## config.mk

```make
export PLATFORM = sky130hd
export DESIGN_NAME = mbd_fabric
export DESIGN_NICKNAME = d
export VERILOG_FILES = /design/src/hdl/mbd_pkg.sv /design/src/hdl/mbd_decode.sv /design/src/hdl/mbd_fabric.sv
export SDC_FILE = /design/constraint.sdc
export NUM_CORES = 2
export LEC_CHECK = 0
export ABC_AREA = 1
export ABC_CLOCK_PERIOD_IN_PS = 26700
export BUFFER_PORTS_ARGS = -buffer_cell sky130_fd_sc_hd__buf_2
export CAP_MARGIN = 40
export CORE_AREA = 2 2 454 456
export CTS_CLUSTER_DIAMETER = 80
export DETAILED_ROUTE_END_ITERATION = 7
export DIE_AREA = 0 0 456 458
export PLACE_DENSITY = 0.42
export RECOVER_POWER = 25
export SKIP_LAST_GASP = 1
export SLEW_MARGIN = 40
export SYNTH_ARGS = -nofsm -noshare
export SYNTH_HDL_FRONTEND = slang
export SYNTH_SLANG_ARGS = --single-unit
```

## constraint.sdc

```tcl
create_clock -name mclk -period 26.7 [get_ports mclk]
set_input_delay 5.34 -clock mclk [delete_from_list [all_inputs] [get_ports mclk]]
set_output_delay 5.34 -clock mclk [all_outputs]
set_load 0.005 [all_outputs]
```

## src/hdl/mbd_pkg.sv

```systemverilog
// Constants, address map and carrier types of the memory bus fabric
package mbd_pkg;
  // Requesters, highest priority first
  localparam int NREQ = 3;
  localparam int RQ_W = 0;
  localparam int RQ_DR = 1;
  localparam int RQ_PR = 2;

  // Area codes; AR_PBUS is the shared wide/narrow peripheral bridge
  localparam int NAREA = 10;
  typedef logic [3:0] mbd_area_t;
  localparam mbd_area_t AR_NONE = 4'h0;
  localparam mbd_area_t AR_M0 = 4'h1;
  localparam mbd_area_t AR_M1 = 4'h2;
  localparam mbd_area_t AR_L0 = 4'h3;
  localparam mbd_area_t AR_L1 = 4'h4;
  localparam mbd_area_t AR_PF0 = 4'h5;
  localparam mbd_area_t AR_PBUS = 4'h6;
  localparam mbd_area_t AR_OTP = 4'h7;
  localparam mbd_area_t AR_FLASH = 4'h8;
  localparam mbd_area_t AR_ROM = 4'h9;

  // Address map (word addresses)
  localparam logic [31:0] M0_LO = 32'h0000_0000;
  localparam logic [31:0] M0_HI = 32'h0000_03FF;
  localparam logic [31:0] M1_LO = 32'h0000_0400;
  localparam logic [31:0] M1_HI = 32'h0000_07FF;
  localparam logic [31:0] PF0_LO = 32'h0000_0800;
  localparam logic [31:0] PF0_HI = 32'h0000_0FFF;
  localparam logic [31:0] PF1_LO = 32'h0000_6000;
  localparam logic [31:0] PF1_HI = 32'h0000_6FFF;
  localparam logic [31:0] PF2_LO = 32'h0000_7000;
  localparam logic [31:0] PF2_HI = 32'h0000_7FFF;
  localparam logic [31:0] L0_LO = 32'h0000_8000;
  localparam logic [31:0] L0_HI = 32'h0000_8FFF;
  localparam logic [31:0] L1_LO = 32'h0000_9000;
  localparam logic [31:0] L1_HI = 32'h0000_9FFF;
  localparam logic [31:0] OTP_LO = 32'h003D_7800;
  localparam logic [31:0] OTP_HI = 32'h003D_7BFF;
  localparam logic [31:0] FLASH_LO = 32'h003E_8000;
  localparam logic [31:0] SECT_A_HI = 32'h003F_7F7F;
  localparam logic [31:0] FLASH_HI = 32'h003F_7FFF;
  localparam logic [31:0] PWD_LO = 32'h003F_7FF8;
  localparam logic [31:0] PWD_HI = 32'h003F_7FFF;
  localparam logic [31:0] ROM_LO = 32'h003F_F000;
  localparam logic [31:0] ROM_HI = 32'h003F_FFFF;
  // Ranges that need the write-allow condition
  localparam logic [31:0] GRD0_LO = 32'h0000_0880;
  localparam logic [31:0] GRD0_HI = 32'h0000_09FF;
  localparam logic [31:0] GRD1_LO = 32'h0000_6000;
  localparam logic [31:0] GRD1_HI = 32'h0000_60FF;

  // Wait states
  localparam int WS_W = 5;
  localparam logic [4:0] WS_ZERO = 5'h00;
  localparam logic [4:0] WS_PF_RD = 5'h02;
  localparam logic [4:0] WS_ROM = 5'h01;
  localparam logic [4:0] WS_OTP_MIN = 5'h01;
  localparam logic [4:0] WS_PWD = 5'h10;
  localparam logic [4:0] WS_B2B = 5'h01;

  localparam int PR_AW = 22;
  localparam int PB_AW = 16;
  localparam int MEM_AW = 22;

  typedef enum logic [1:0] {ST_IDLE = 2'b01, ST_DATA = 2'b10} mbd_state_e;

  typedef struct packed {
    logic valid;
    logic [PR_AW-1:0] addr;
  } mbd_pr_s;

  typedef struct packed {
    logic valid;
    logic wide;
    logic wr_older;
    logic [31:0] addr;
  } mbd_dr_s;

  typedef struct packed {
    logic valid;
    logic prog;
    logic allow;
    logic wide;
    logic [31:0] addr;
    logic [31:0] data;
  } mbd_dw_s;

  typedef struct packed {
    logic en;
    logic we;
    logic wide;
    logic narrow_frame;
    logic [MEM_AW-1:0] addr;
    logic [31:0] wdata;
  } mbd_cmd_s;

  typedef struct packed {
    logic en;
    logic we;
    logic wide;
    logic narrow_frame;
    logic [PB_AW-1:0] addr;
    logic [31:0] wdata;
  } mbd_pcmd_s;

  function automatic logic in_rng(input logic [31:0] a, input logic [31:0] lo, input logic [31:0] hi);
    return (a >= lo) && (a <= hi);
  endfunction
endpackage

```

## src/hdl/mbd_decode.sv

```systemverilog
// Address decoder: area, wait states, frame and guard flags for one bus
`timescale 1ns/1ps
`default_nettype none
module mbd_decode
  import mbd_pkg::*;
(
  input wire logic [31:0] addr,
  input wire logic prog,
  input wire logic we,
  input wire logic [WS_W-1:0] flash_ws,
  input wire logic [WS_W-1:0] otp_ws,
  output mbd_area_t area,
  output logic [WS_W-1:0] ws,
  output logic narrow,
  output logic guarded
);
  // Priority chain over the map; unmapped falls through to AR_NONE
  always_comb begin
    area = AR_NONE;
    ws = WS_ZERO;
    narrow = 1'b0;
    if (in_rng(addr, M0_LO, M0_HI)) begin
      area = AR_M0;
    end else if (in_rng(addr, M1_LO, M1_HI)) begin
      area = AR_M1;
    end else if (!prog && in_rng(addr, PF0_LO, PF0_HI)) begin
      area = AR_PF0;
    end else if (!prog && in_rng(addr, PF1_LO, PF1_HI)) begin
      area = AR_PBUS;
      ws = we ? WS_ZERO : WS_PF_RD;
    end else if (!prog && in_rng(addr, PF2_LO, PF2_HI)) begin
      area = AR_PBUS;
      narrow = 1'b1;
      ws = we ? WS_ZERO : WS_PF_RD;
    end else if (in_rng(addr, L0_LO, L0_HI)) begin
      area = AR_L0;
    end else if (in_rng(addr, L1_LO, L1_HI)) begin
      area = AR_L1;
    end else if (in_rng(addr, OTP_LO, OTP_HI)) begin
      area = AR_OTP;
      ws = (otp_ws < WS_OTP_MIN) ? WS_OTP_MIN : otp_ws;
    end else if (in_rng(addr, FLASH_LO, FLASH_HI)) begin
      // Sectors D..A up to SECT_A_HI, then the security words
      area = AR_FLASH;
      ws = in_rng(addr, PWD_LO, PWD_HI) ? WS_PWD : flash_ws;
    end else if (in_rng(addr, ROM_LO, ROM_HI)) begin
      area = AR_ROM;
      ws = WS_ROM;
    end
  end

  // Guard only matters for writes
  assign guarded = we && (in_rng(addr, GRD0_LO, GRD0_HI) || in_rng(addr, GRD1_LO, GRD1_HI));
endmodule
`default_nettype wire

```

## src/hdl/mbd_fabric.sv

```systemverilog
// Memory bus fabric: arbitration, decode, wait states and peripheral bridge
`timescale 1ns/1ps
`default_nettype none
module mbd_fabric
  import mbd_pkg::*;
#(
  parameter int FWS_W = 4
) (
  input wire logic mclk,
  input wire logic rstn,
  input wire mbd_pr_s pr_req,
  output logic pr_ack,
  output logic [31:0] pr_rdata,
  output logic pr_rvalid,
  input wire mbd_dr_s dr_req,
  output logic dr_ack,
  output logic [31:0] dr_rdata,
  output logic dr_rvalid,
  input wire mbd_dw_s dw_req,
  output logic dw_ack,
  input wire logic [FWS_W-1:0] flash_ws,
  input wire logic [FWS_W-1:0] otp_ws,
  input wire logic prot_cfg_wr,
  input wire logic prot_cfg_val,
  output logic prot_en,
  input wire logic [NAREA-1:0][31:0] area_rdata,
  output mbd_cmd_s [NAREA-1:0] mem_cmd,
  output mbd_pcmd_s pbus_cmd
);
  logic [1:0] rsync_reg;
  logic rst_n;
  logic [NREQ-1:0] rq_v, rq_we, rq_prog, rq_wide, rq_ok, win, ack;
  logic [31:0] rq_addr [NREQ];
  mbd_area_t area [NREQ];
  logic [WS_W-1:0] ws [NREQ];
  logic [NREQ-1:0] narrow, guarded;
  logic [NAREA-1:0] held;
  logic prot_en_reg, prot_en_next;
  logic b2b_reg, b2b_next;
  logic pf1_wr_win, pbus_win;
  mbd_cmd_s [NAREA-1:0] cmd_reg;
  mbd_cmd_s [NAREA-1:0] cmd_next;
  mbd_state_e st_reg [NREQ];
  mbd_area_t tgt_reg [NREQ];
  logic [NREQ-1:0] nar_reg;
  logic [31:0] rd_reg [NREQ];
  logic [NREQ-1:0] rv_reg;

  // Reset release through two flops; assertion stays asynchronous
  always_ff @(posedge mclk or negedge rstn) begin
    if (!rstn) begin
      rsync_reg <= 2'b00;
    end else begin
      rsync_reg <= {rsync_reg[0], 1'b1};
    end
  end
  assign rst_n = rsync_reg[1];

  // Normalise the three buses; one write bus means no write clash
  always_comb begin
    rq_v = {pr_req.valid, dr_req.valid, dw_req.valid};
    rq_we = {1'b0, 1'b0, 1'b1};
    rq_prog = {1'b1, 1'b0, dw_req.prog};
    rq_wide = {1'b1, dr_req.wide, dw_req.wide};
    rq_addr[RQ_W] = dw_req.addr;
    rq_addr[RQ_DR] = dr_req.addr;
    rq_addr[RQ_PR] = 32'(pr_req.addr);
  end

  // One decoder per bus so all three decode in the same cycle
  genvar gi;
  generate
    for (gi = 0; gi < NREQ; gi++) begin : g_dec
      mbd_decode u_dec (
        .addr(rq_addr[gi]),
        .prog(rq_prog[gi]),
        .we(rq_we[gi]),
        .flash_ws(WS_W'(flash_ws)),
        .otp_ws(WS_W'(otp_ws)),
        .area(area[gi]),
        .ws(ws[gi]),
        .narrow(narrow[gi]),
        .guarded(guarded[gi])
      );
    end
  endgenerate

  // Protection mode: software-set level, on out of reset
  always_comb begin
    prot_en_next = prot_cfg_wr ? prot_cfg_val : prot_en_reg;
  end
  always_ff @(posedge mclk or negedge rst_n) begin
    if (!rst_n) begin
      prot_en_reg <= 1'b1;
    end else begin
      prot_en_reg <= prot_en_next;
    end
  end
  assign prot_en = prot_en_reg;

  // Eligible requests; a protected read waits for the older write
  always_comb begin
    rq_ok = rq_v;
    if (prot_en_reg && area[RQ_DR] == AR_PBUS && dr_req.wr_older) begin
      rq_ok[RQ_DR] = 1'b0;
    end
  end

  // Resources held by requesters in their data phase
  always_comb begin
    held = '0;
    for (int i = 0; i < NREQ; i++) begin
      if (st_reg[i] == ST_DATA && tgt_reg[i] != AR_NONE) begin
        held[tgt_reg[i]] = 1'b1;
      end
    end
  end

  // Fixed priority per resource; distinct targets all win together
  always_comb begin
    for (int i = 0; i < NREQ; i++) begin
      win[i] = rq_ok[i] && st_reg[i] == ST_IDLE && (area[i] == AR_NONE || !held[area[i]]);
      for (int j = 0; j < i; j++) begin
        if (rq_ok[j] && st_reg[j] == ST_IDLE && area[j] == area[i] && area[i] != AR_NONE) begin
          win[i] = 1'b0;
        end
      end
    end
  end

  // Back-to-back wide-zone writes: flag lives until the bridge goes idle
  always_comb begin
    pf1_wr_win = win[RQ_W] && area[RQ_W] == AR_PBUS && !narrow[RQ_W];
    pbus_win = 1'b0;
    for (int i = 0; i < NREQ; i++) begin
      pbus_win = pbus_win | (win[i] && area[i] == AR_PBUS);
    end
    b2b_next = b2b_reg;
    if (pf1_wr_win) begin
      b2b_next = 1'b1;
    end else if (pbus_win || !held[AR_PBUS]) begin
      b2b_next = 1'b0;
    end
  end
  always_ff @(posedge mclk or negedge rst_n) begin
    if (!rst_n) begin
      b2b_reg <= 1'b0;
    end else begin
      b2b_reg <= b2b_next;
    end
  end

  // Per requester: address phase, then a data phase that counts waits
  generate
    for (gi = 0; gi < NREQ; gi++) begin : g_rq
      mbd_state_e st_next;
      logic [WS_W-1:0] cnt_reg, cnt_next;
      mbd_area_t tgt_next;
      logic nar_next, rv_next;
      logic [31:0] rd_next;

      // Ack decodes from state only, so it never loops back through the inputs
      assign ack[gi] = st_reg[gi] == ST_DATA && cnt_reg == WS_ZERO;

      always_comb begin
        st_next = st_reg[gi];
        cnt_next = cnt_reg;
        tgt_next = tgt_reg[gi];
        nar_next = nar_reg[gi];
        rd_next = rd_reg[gi];
        rv_next = 1'b0;
        case (st_reg[gi])
          ST_IDLE: begin
            if (win[gi]) begin
              st_next = ST_DATA;
              tgt_next = area[gi];
              nar_next = narrow[gi];
              cnt_next = ws[gi];
              if (gi == RQ_W && pf1_wr_win && b2b_reg) begin
                cnt_next = ws[gi] + WS_B2B;
              end
            end
          end
          ST_DATA: begin
            if (cnt_reg == WS_ZERO) begin
              st_next = ST_IDLE;
              rv_next = 1'b1;
              // Unmapped reads give zero; narrow zone gives low half only
              if (tgt_reg[gi] == AR_NONE) begin
                rd_next = '0;
              end else if (nar_reg[gi]) begin
                rd_next = {16'h0000, area_rdata[tgt_reg[gi]][15:0]};
              end else begin
                rd_next = area_rdata[tgt_reg[gi]];
              end
            end else begin
              cnt_next = cnt_reg - WS_W'(1);
            end
          end
          default: begin
            st_next = ST_IDLE;
          end
        endcase
      end

      always_ff @(posedge mclk or negedge rst_n) begin
        if (!rst_n) begin
          st_reg[gi] <= ST_IDLE;
          cnt_reg <= WS_ZERO;
          tgt_reg[gi] <= AR_NONE;
          nar_reg[gi] <= 1'b0;
          rd_reg[gi] <= '0;
          rv_reg[gi] <= 1'b0;
        end else begin
          st_reg[gi] <= st_next;
          cnt_reg <= cnt_next;
          tgt_reg[gi] <= tgt_next;
          nar_reg[gi] <= nar_next;
          rd_reg[gi] <= rd_next;
          rv_reg[gi] <= rv_next;
        end
      end
    end
  endgenerate

  // Area commands: loaded at grant, dropped when the owner finishes
  always_comb begin
    cmd_next = cmd_reg;
    for (int i = 0; i < NREQ; i++) begin
      if (ack[i] && tgt_reg[i] != AR_NONE) begin
        cmd_next[tgt_reg[i]].en = 1'b0;
      end
    end
    for (int i = 0; i < NREQ; i++) begin
      if (win[i] && area[i] != AR_NONE) begin
        // Guarded write without allow completes but never reaches the area
        cmd_next[area[i]].en = !(guarded[i] && !(i == RQ_W && dw_req.allow));
        cmd_next[area[i]].we = rq_we[i];
        cmd_next[area[i]].wide = rq_wide[i] && !narrow[i];
        cmd_next[area[i]].narrow_frame = narrow[i];
        cmd_next[area[i]].addr = rq_addr[i][MEM_AW-1:0];
        cmd_next[area[i]].wdata = (i == RQ_W) ? dw_req.data : 32'h0000_0000;
      end
    end
  end
  always_ff @(posedge mclk or negedge rst_n) begin
    if (!rst_n) begin
      cmd_reg <= '0;
    end else begin
      cmd_reg <= cmd_next;
    end
  end
  assign mem_cmd = cmd_reg;

  // Bridge view of the shared peripheral slot
  always_comb begin
    pbus_cmd.en = cmd_reg[AR_PBUS].en;
    pbus_cmd.we = cmd_reg[AR_PBUS].we;
    pbus_cmd.wide = cmd_reg[AR_PBUS].wide;
    pbus_cmd.narrow_frame = cmd_reg[AR_PBUS].narrow_frame;
    pbus_cmd.addr = cmd_reg[AR_PBUS].addr[PB_AW-1:0];
    pbus_cmd.wdata = cmd_reg[AR_PBUS].wdata;
  end

  // Bus answers: acks from state, read data and rvalid from flops
  assign dw_ack = ack[RQ_W];
  assign dr_ack = ack[RQ_DR];
  assign pr_ack = ack[RQ_PR];
  assign dr_rdata = rd_reg[RQ_DR];
  assign pr_rdata = rd_reg[RQ_PR];
  assign dr_rvalid = rv_reg[RQ_DR];
  assign pr_rvalid = rv_reg[RQ_PR];
endmodule
`default_nettype wire

```

==> reports/metrics.yaml <==
routing:
  ant_nets: 0
  routed_wl_mm: 234.0
  drt-initial-drc-count: 3598
  vias_per_cell: 4.643
  avgRoutedWirePerCell_um: 27.58
  drcViolationCount: 0
  dr.pass1.iters: 8
  num_vias: 39400
finish:
  largest_register_ffs: 580
  drive_above_1_share_pct: 26.31
  multi_input_area_um2: 16000
  final_util_pct: 23.53
  fillers: 22780
  fin_area_um2: 47940
  areaGrowthSynthToFinish_pct: 31.61
  nets: 6146
  seqCellArea_um2: 17120
power_and_ir_drop:
  netSwitchingPower_mw: 0.9230
  p_int_mw: 2.061
  pwr-share-comb_pct: 15.5
  p_sw_share_pct: 30.93
  p_clk_share_pct: 46.1
  p_per_area_nw_per_um2: 62.24
  peakVddDrop_v: 0.00004587
  power_frac_seq_pct: 38.4
  power_leakage_nw: 25.62
die:
  dieWidth_um: 456
  pin_count: 1160
  die_area_um2: 208800
  die_y_um: 458
  start_util_pct: 17.88
  core_area_um2: 203800
  rows: 166
timing:
  worst-slew-pin-transition_ps: 5506
  setup_viol_count_final: 0
  fmax_mhz: 78.33
  fin_hold_ws_ps: 350.2
  slew_headroom_pct: -267.0
  fin_crit_sh_pct: 47.81
  rsz0062_at_grt: "no"
  finalSetupTns_ps: 0
  timing.final.max_slew_violations: 552
  final_hold_viol_count: 0
  min_period_ps: 12770
  skew_ps: 45.49
critical_path:
  cp_max_fo: 87
  required_ps: 26680
  worst-r2r-cell-count: 4
  end_kind: "asynchronous set/reset pin"
  start_kind: "register"
  critPathKind: "register to asynchronous set/reset pin"
  r2r_setup_slack_ps: 13930
  reg2reg_from: "rsync_reg[1]"
  endpoint: "pr_rdata[30]"
  worstPathArrival_ps: 12740
  crit_start: "rsync_reg[1]"
  r2r_end: "pr_rdata[30]"
hold_path:
  hold_path_class: "register to register"
  hold_depth: 0
yosys:
  syn_area_um2: 36430
  synthCells: 4755
  netlist.area_leader.share_pct: 46.71
  synth_edf_count: 0
  synth_area_per_cell_um2: 7.661
  syn-num-nets: 5217
  synth_warnings: 0
  post-synth-top-count-cell: "nand2_1"
  yosys.cell_types.count: 64
  synth-main-ff-cell: "dfrtp_1"
  synthTopCellsByCount: "1121 x nand2_1, 688 x nor2_1, 680 x dfrtp_1"
  ys_ff_latch: 684
  synthArstFlopShare_pct: 100.0
  synth_area_leaders: "dfrtp_1 47%, nand2_1 12%, nor2_1 7.1%, inv_1 4.0%, a21oi_1 3.9%"
  seq_area_frac_synth_pct: 47.00
  yosysTopAreaCell: "dfrtp_1"
run:
  drv_cap: 9
global_route:
  grt_pass1_wl_mm: 318.4
  grt_pass1_vias: 38300
  grt_max_degree: 88
  gr-total-overflow: 0
  grtUsageTotal_pct: 21.56
  antenna_found_initial: 66
place:
  placed_cell_area_um2: 44550
  gp_congestion: 0.9142
  numPortBuffers: 1159
  hpwl_mm: 178.8
clock_tree:
  post_cts_buffers: 0
  tritoncts: "yes"
  clk_latency_ps: 750
  post_cts_resized: 0
  hold_buffers: 0
  path_clk_slew_ps: 50
  cts.sinks: 684
  cts-root-buf: "clkbuf_16"
  cts_buffers: 95
  cts_max_level: 3
  cts_buffer_depth: 3
status:
  status: "finished with violations"
  violations: "max-capacitance violations, max-slew violations"
cell type report:
cell class | instances | area share, %
well taps | 2688 | 7.015
clock inverters | 42 | 1.407
inverters | 426 | 3.361
repair buffers | 1231 | 13.34
diodes | 36 | 0.1879
clock buffers | 132 | 5.603
multi-input cells | 3246 | 33.37
flip-flops and latches | 684 | 35.71
routing by layer:
layer	routed length, um	global-route usage [%]	up-vias
met1	85440	23.85	19450
met4	16380	14.84	18
met3	17970	5.493	455
met5	96	0	-
met2	114100	36.30	1874
li1	-	-	17600
power by group through the flow:
stage          clock network (mW)  logic (mW)  registers, mW
2_1_floorplan                   0       0.198           1.17
3_3_place_gp                    0       0.469           1.16
6_report                     1.38       0.463           1.15
3_5_place_dp                    0       0.473           1.16
5_1_grt                      1.45       0.504           1.15
4_1_cts                      1.41       0.475           1.15
stage by stage:
step                      total power, mW  cells  worst slack (ps)
final                               2.984   8485             13930
after global routing                3.110   8466             11750
after CTS                           3.035   8447             16910
after detailed placement            1.637   8273             16100
after global placement              1.632   8269             15850
after floorplan                     1.365   4755              6230
cell families after synthesis:
family | synth area share (%)
simple gates | 26.07
buf+inv | 9.744
xor+xnor | 0.1202
compound gates | 16.89
flops | 47.00
fa+ha+maj | 0.1374
other cells | 0.01029
mux | 0.03091
worst min-delay path by stage:
stage	endpoint	slack, ps	startpoint
after floorplan	rsync_reg[1]	330	rsync_reg[0]
after global placement	rsync_reg[1]	340	rsync_reg[0]
after detailed placement	rsync_reg[1]	340	rsync_reg[0]
after CTS	rsync_reg[1]	350	rsync_reg[0]
after global routing	rsync_reg[1]	380	rsync_reg[0]
final	rsync_reg[1]	350	rsync_reg[0]
critical path: stages, from the launching register on:
cell and delay (ps):
dfrtp_1 1680, clkbuf_1 300, clkbuf_1 3870, clkbuf_1 3180, clkbuf_1 2710
placed cells by master, fill, tap and decap left out, drive strengths merged, types with 2 or more instances in the layout:
master / n
buf: 1222
xor2: 5
clkinv: 22
o2111ai: 12
nand3b: 20
inv: 434
nand2: 1137
nand3: 284
o221ai: 132
a31o: 2
or2: 3
dfrtp: 680
o211ai: 20
and3: 2
ha: 4
nor4: 5
a31oi: 15
o21ai: 262
a21oi: 285
o31ai: 4
nor2: 710
o32ai: 2
a22o: 32
a22oi: 168
nor3b: 9
o21bai: 3
bufinv: 11
o22ai: 5
a32oi: 17
nand4: 56
and2: 3
o21a: 3
nor3: 38
dfstp: 4
clkbuf: 141
diode: 36
(Power assumes the default switching activity.)
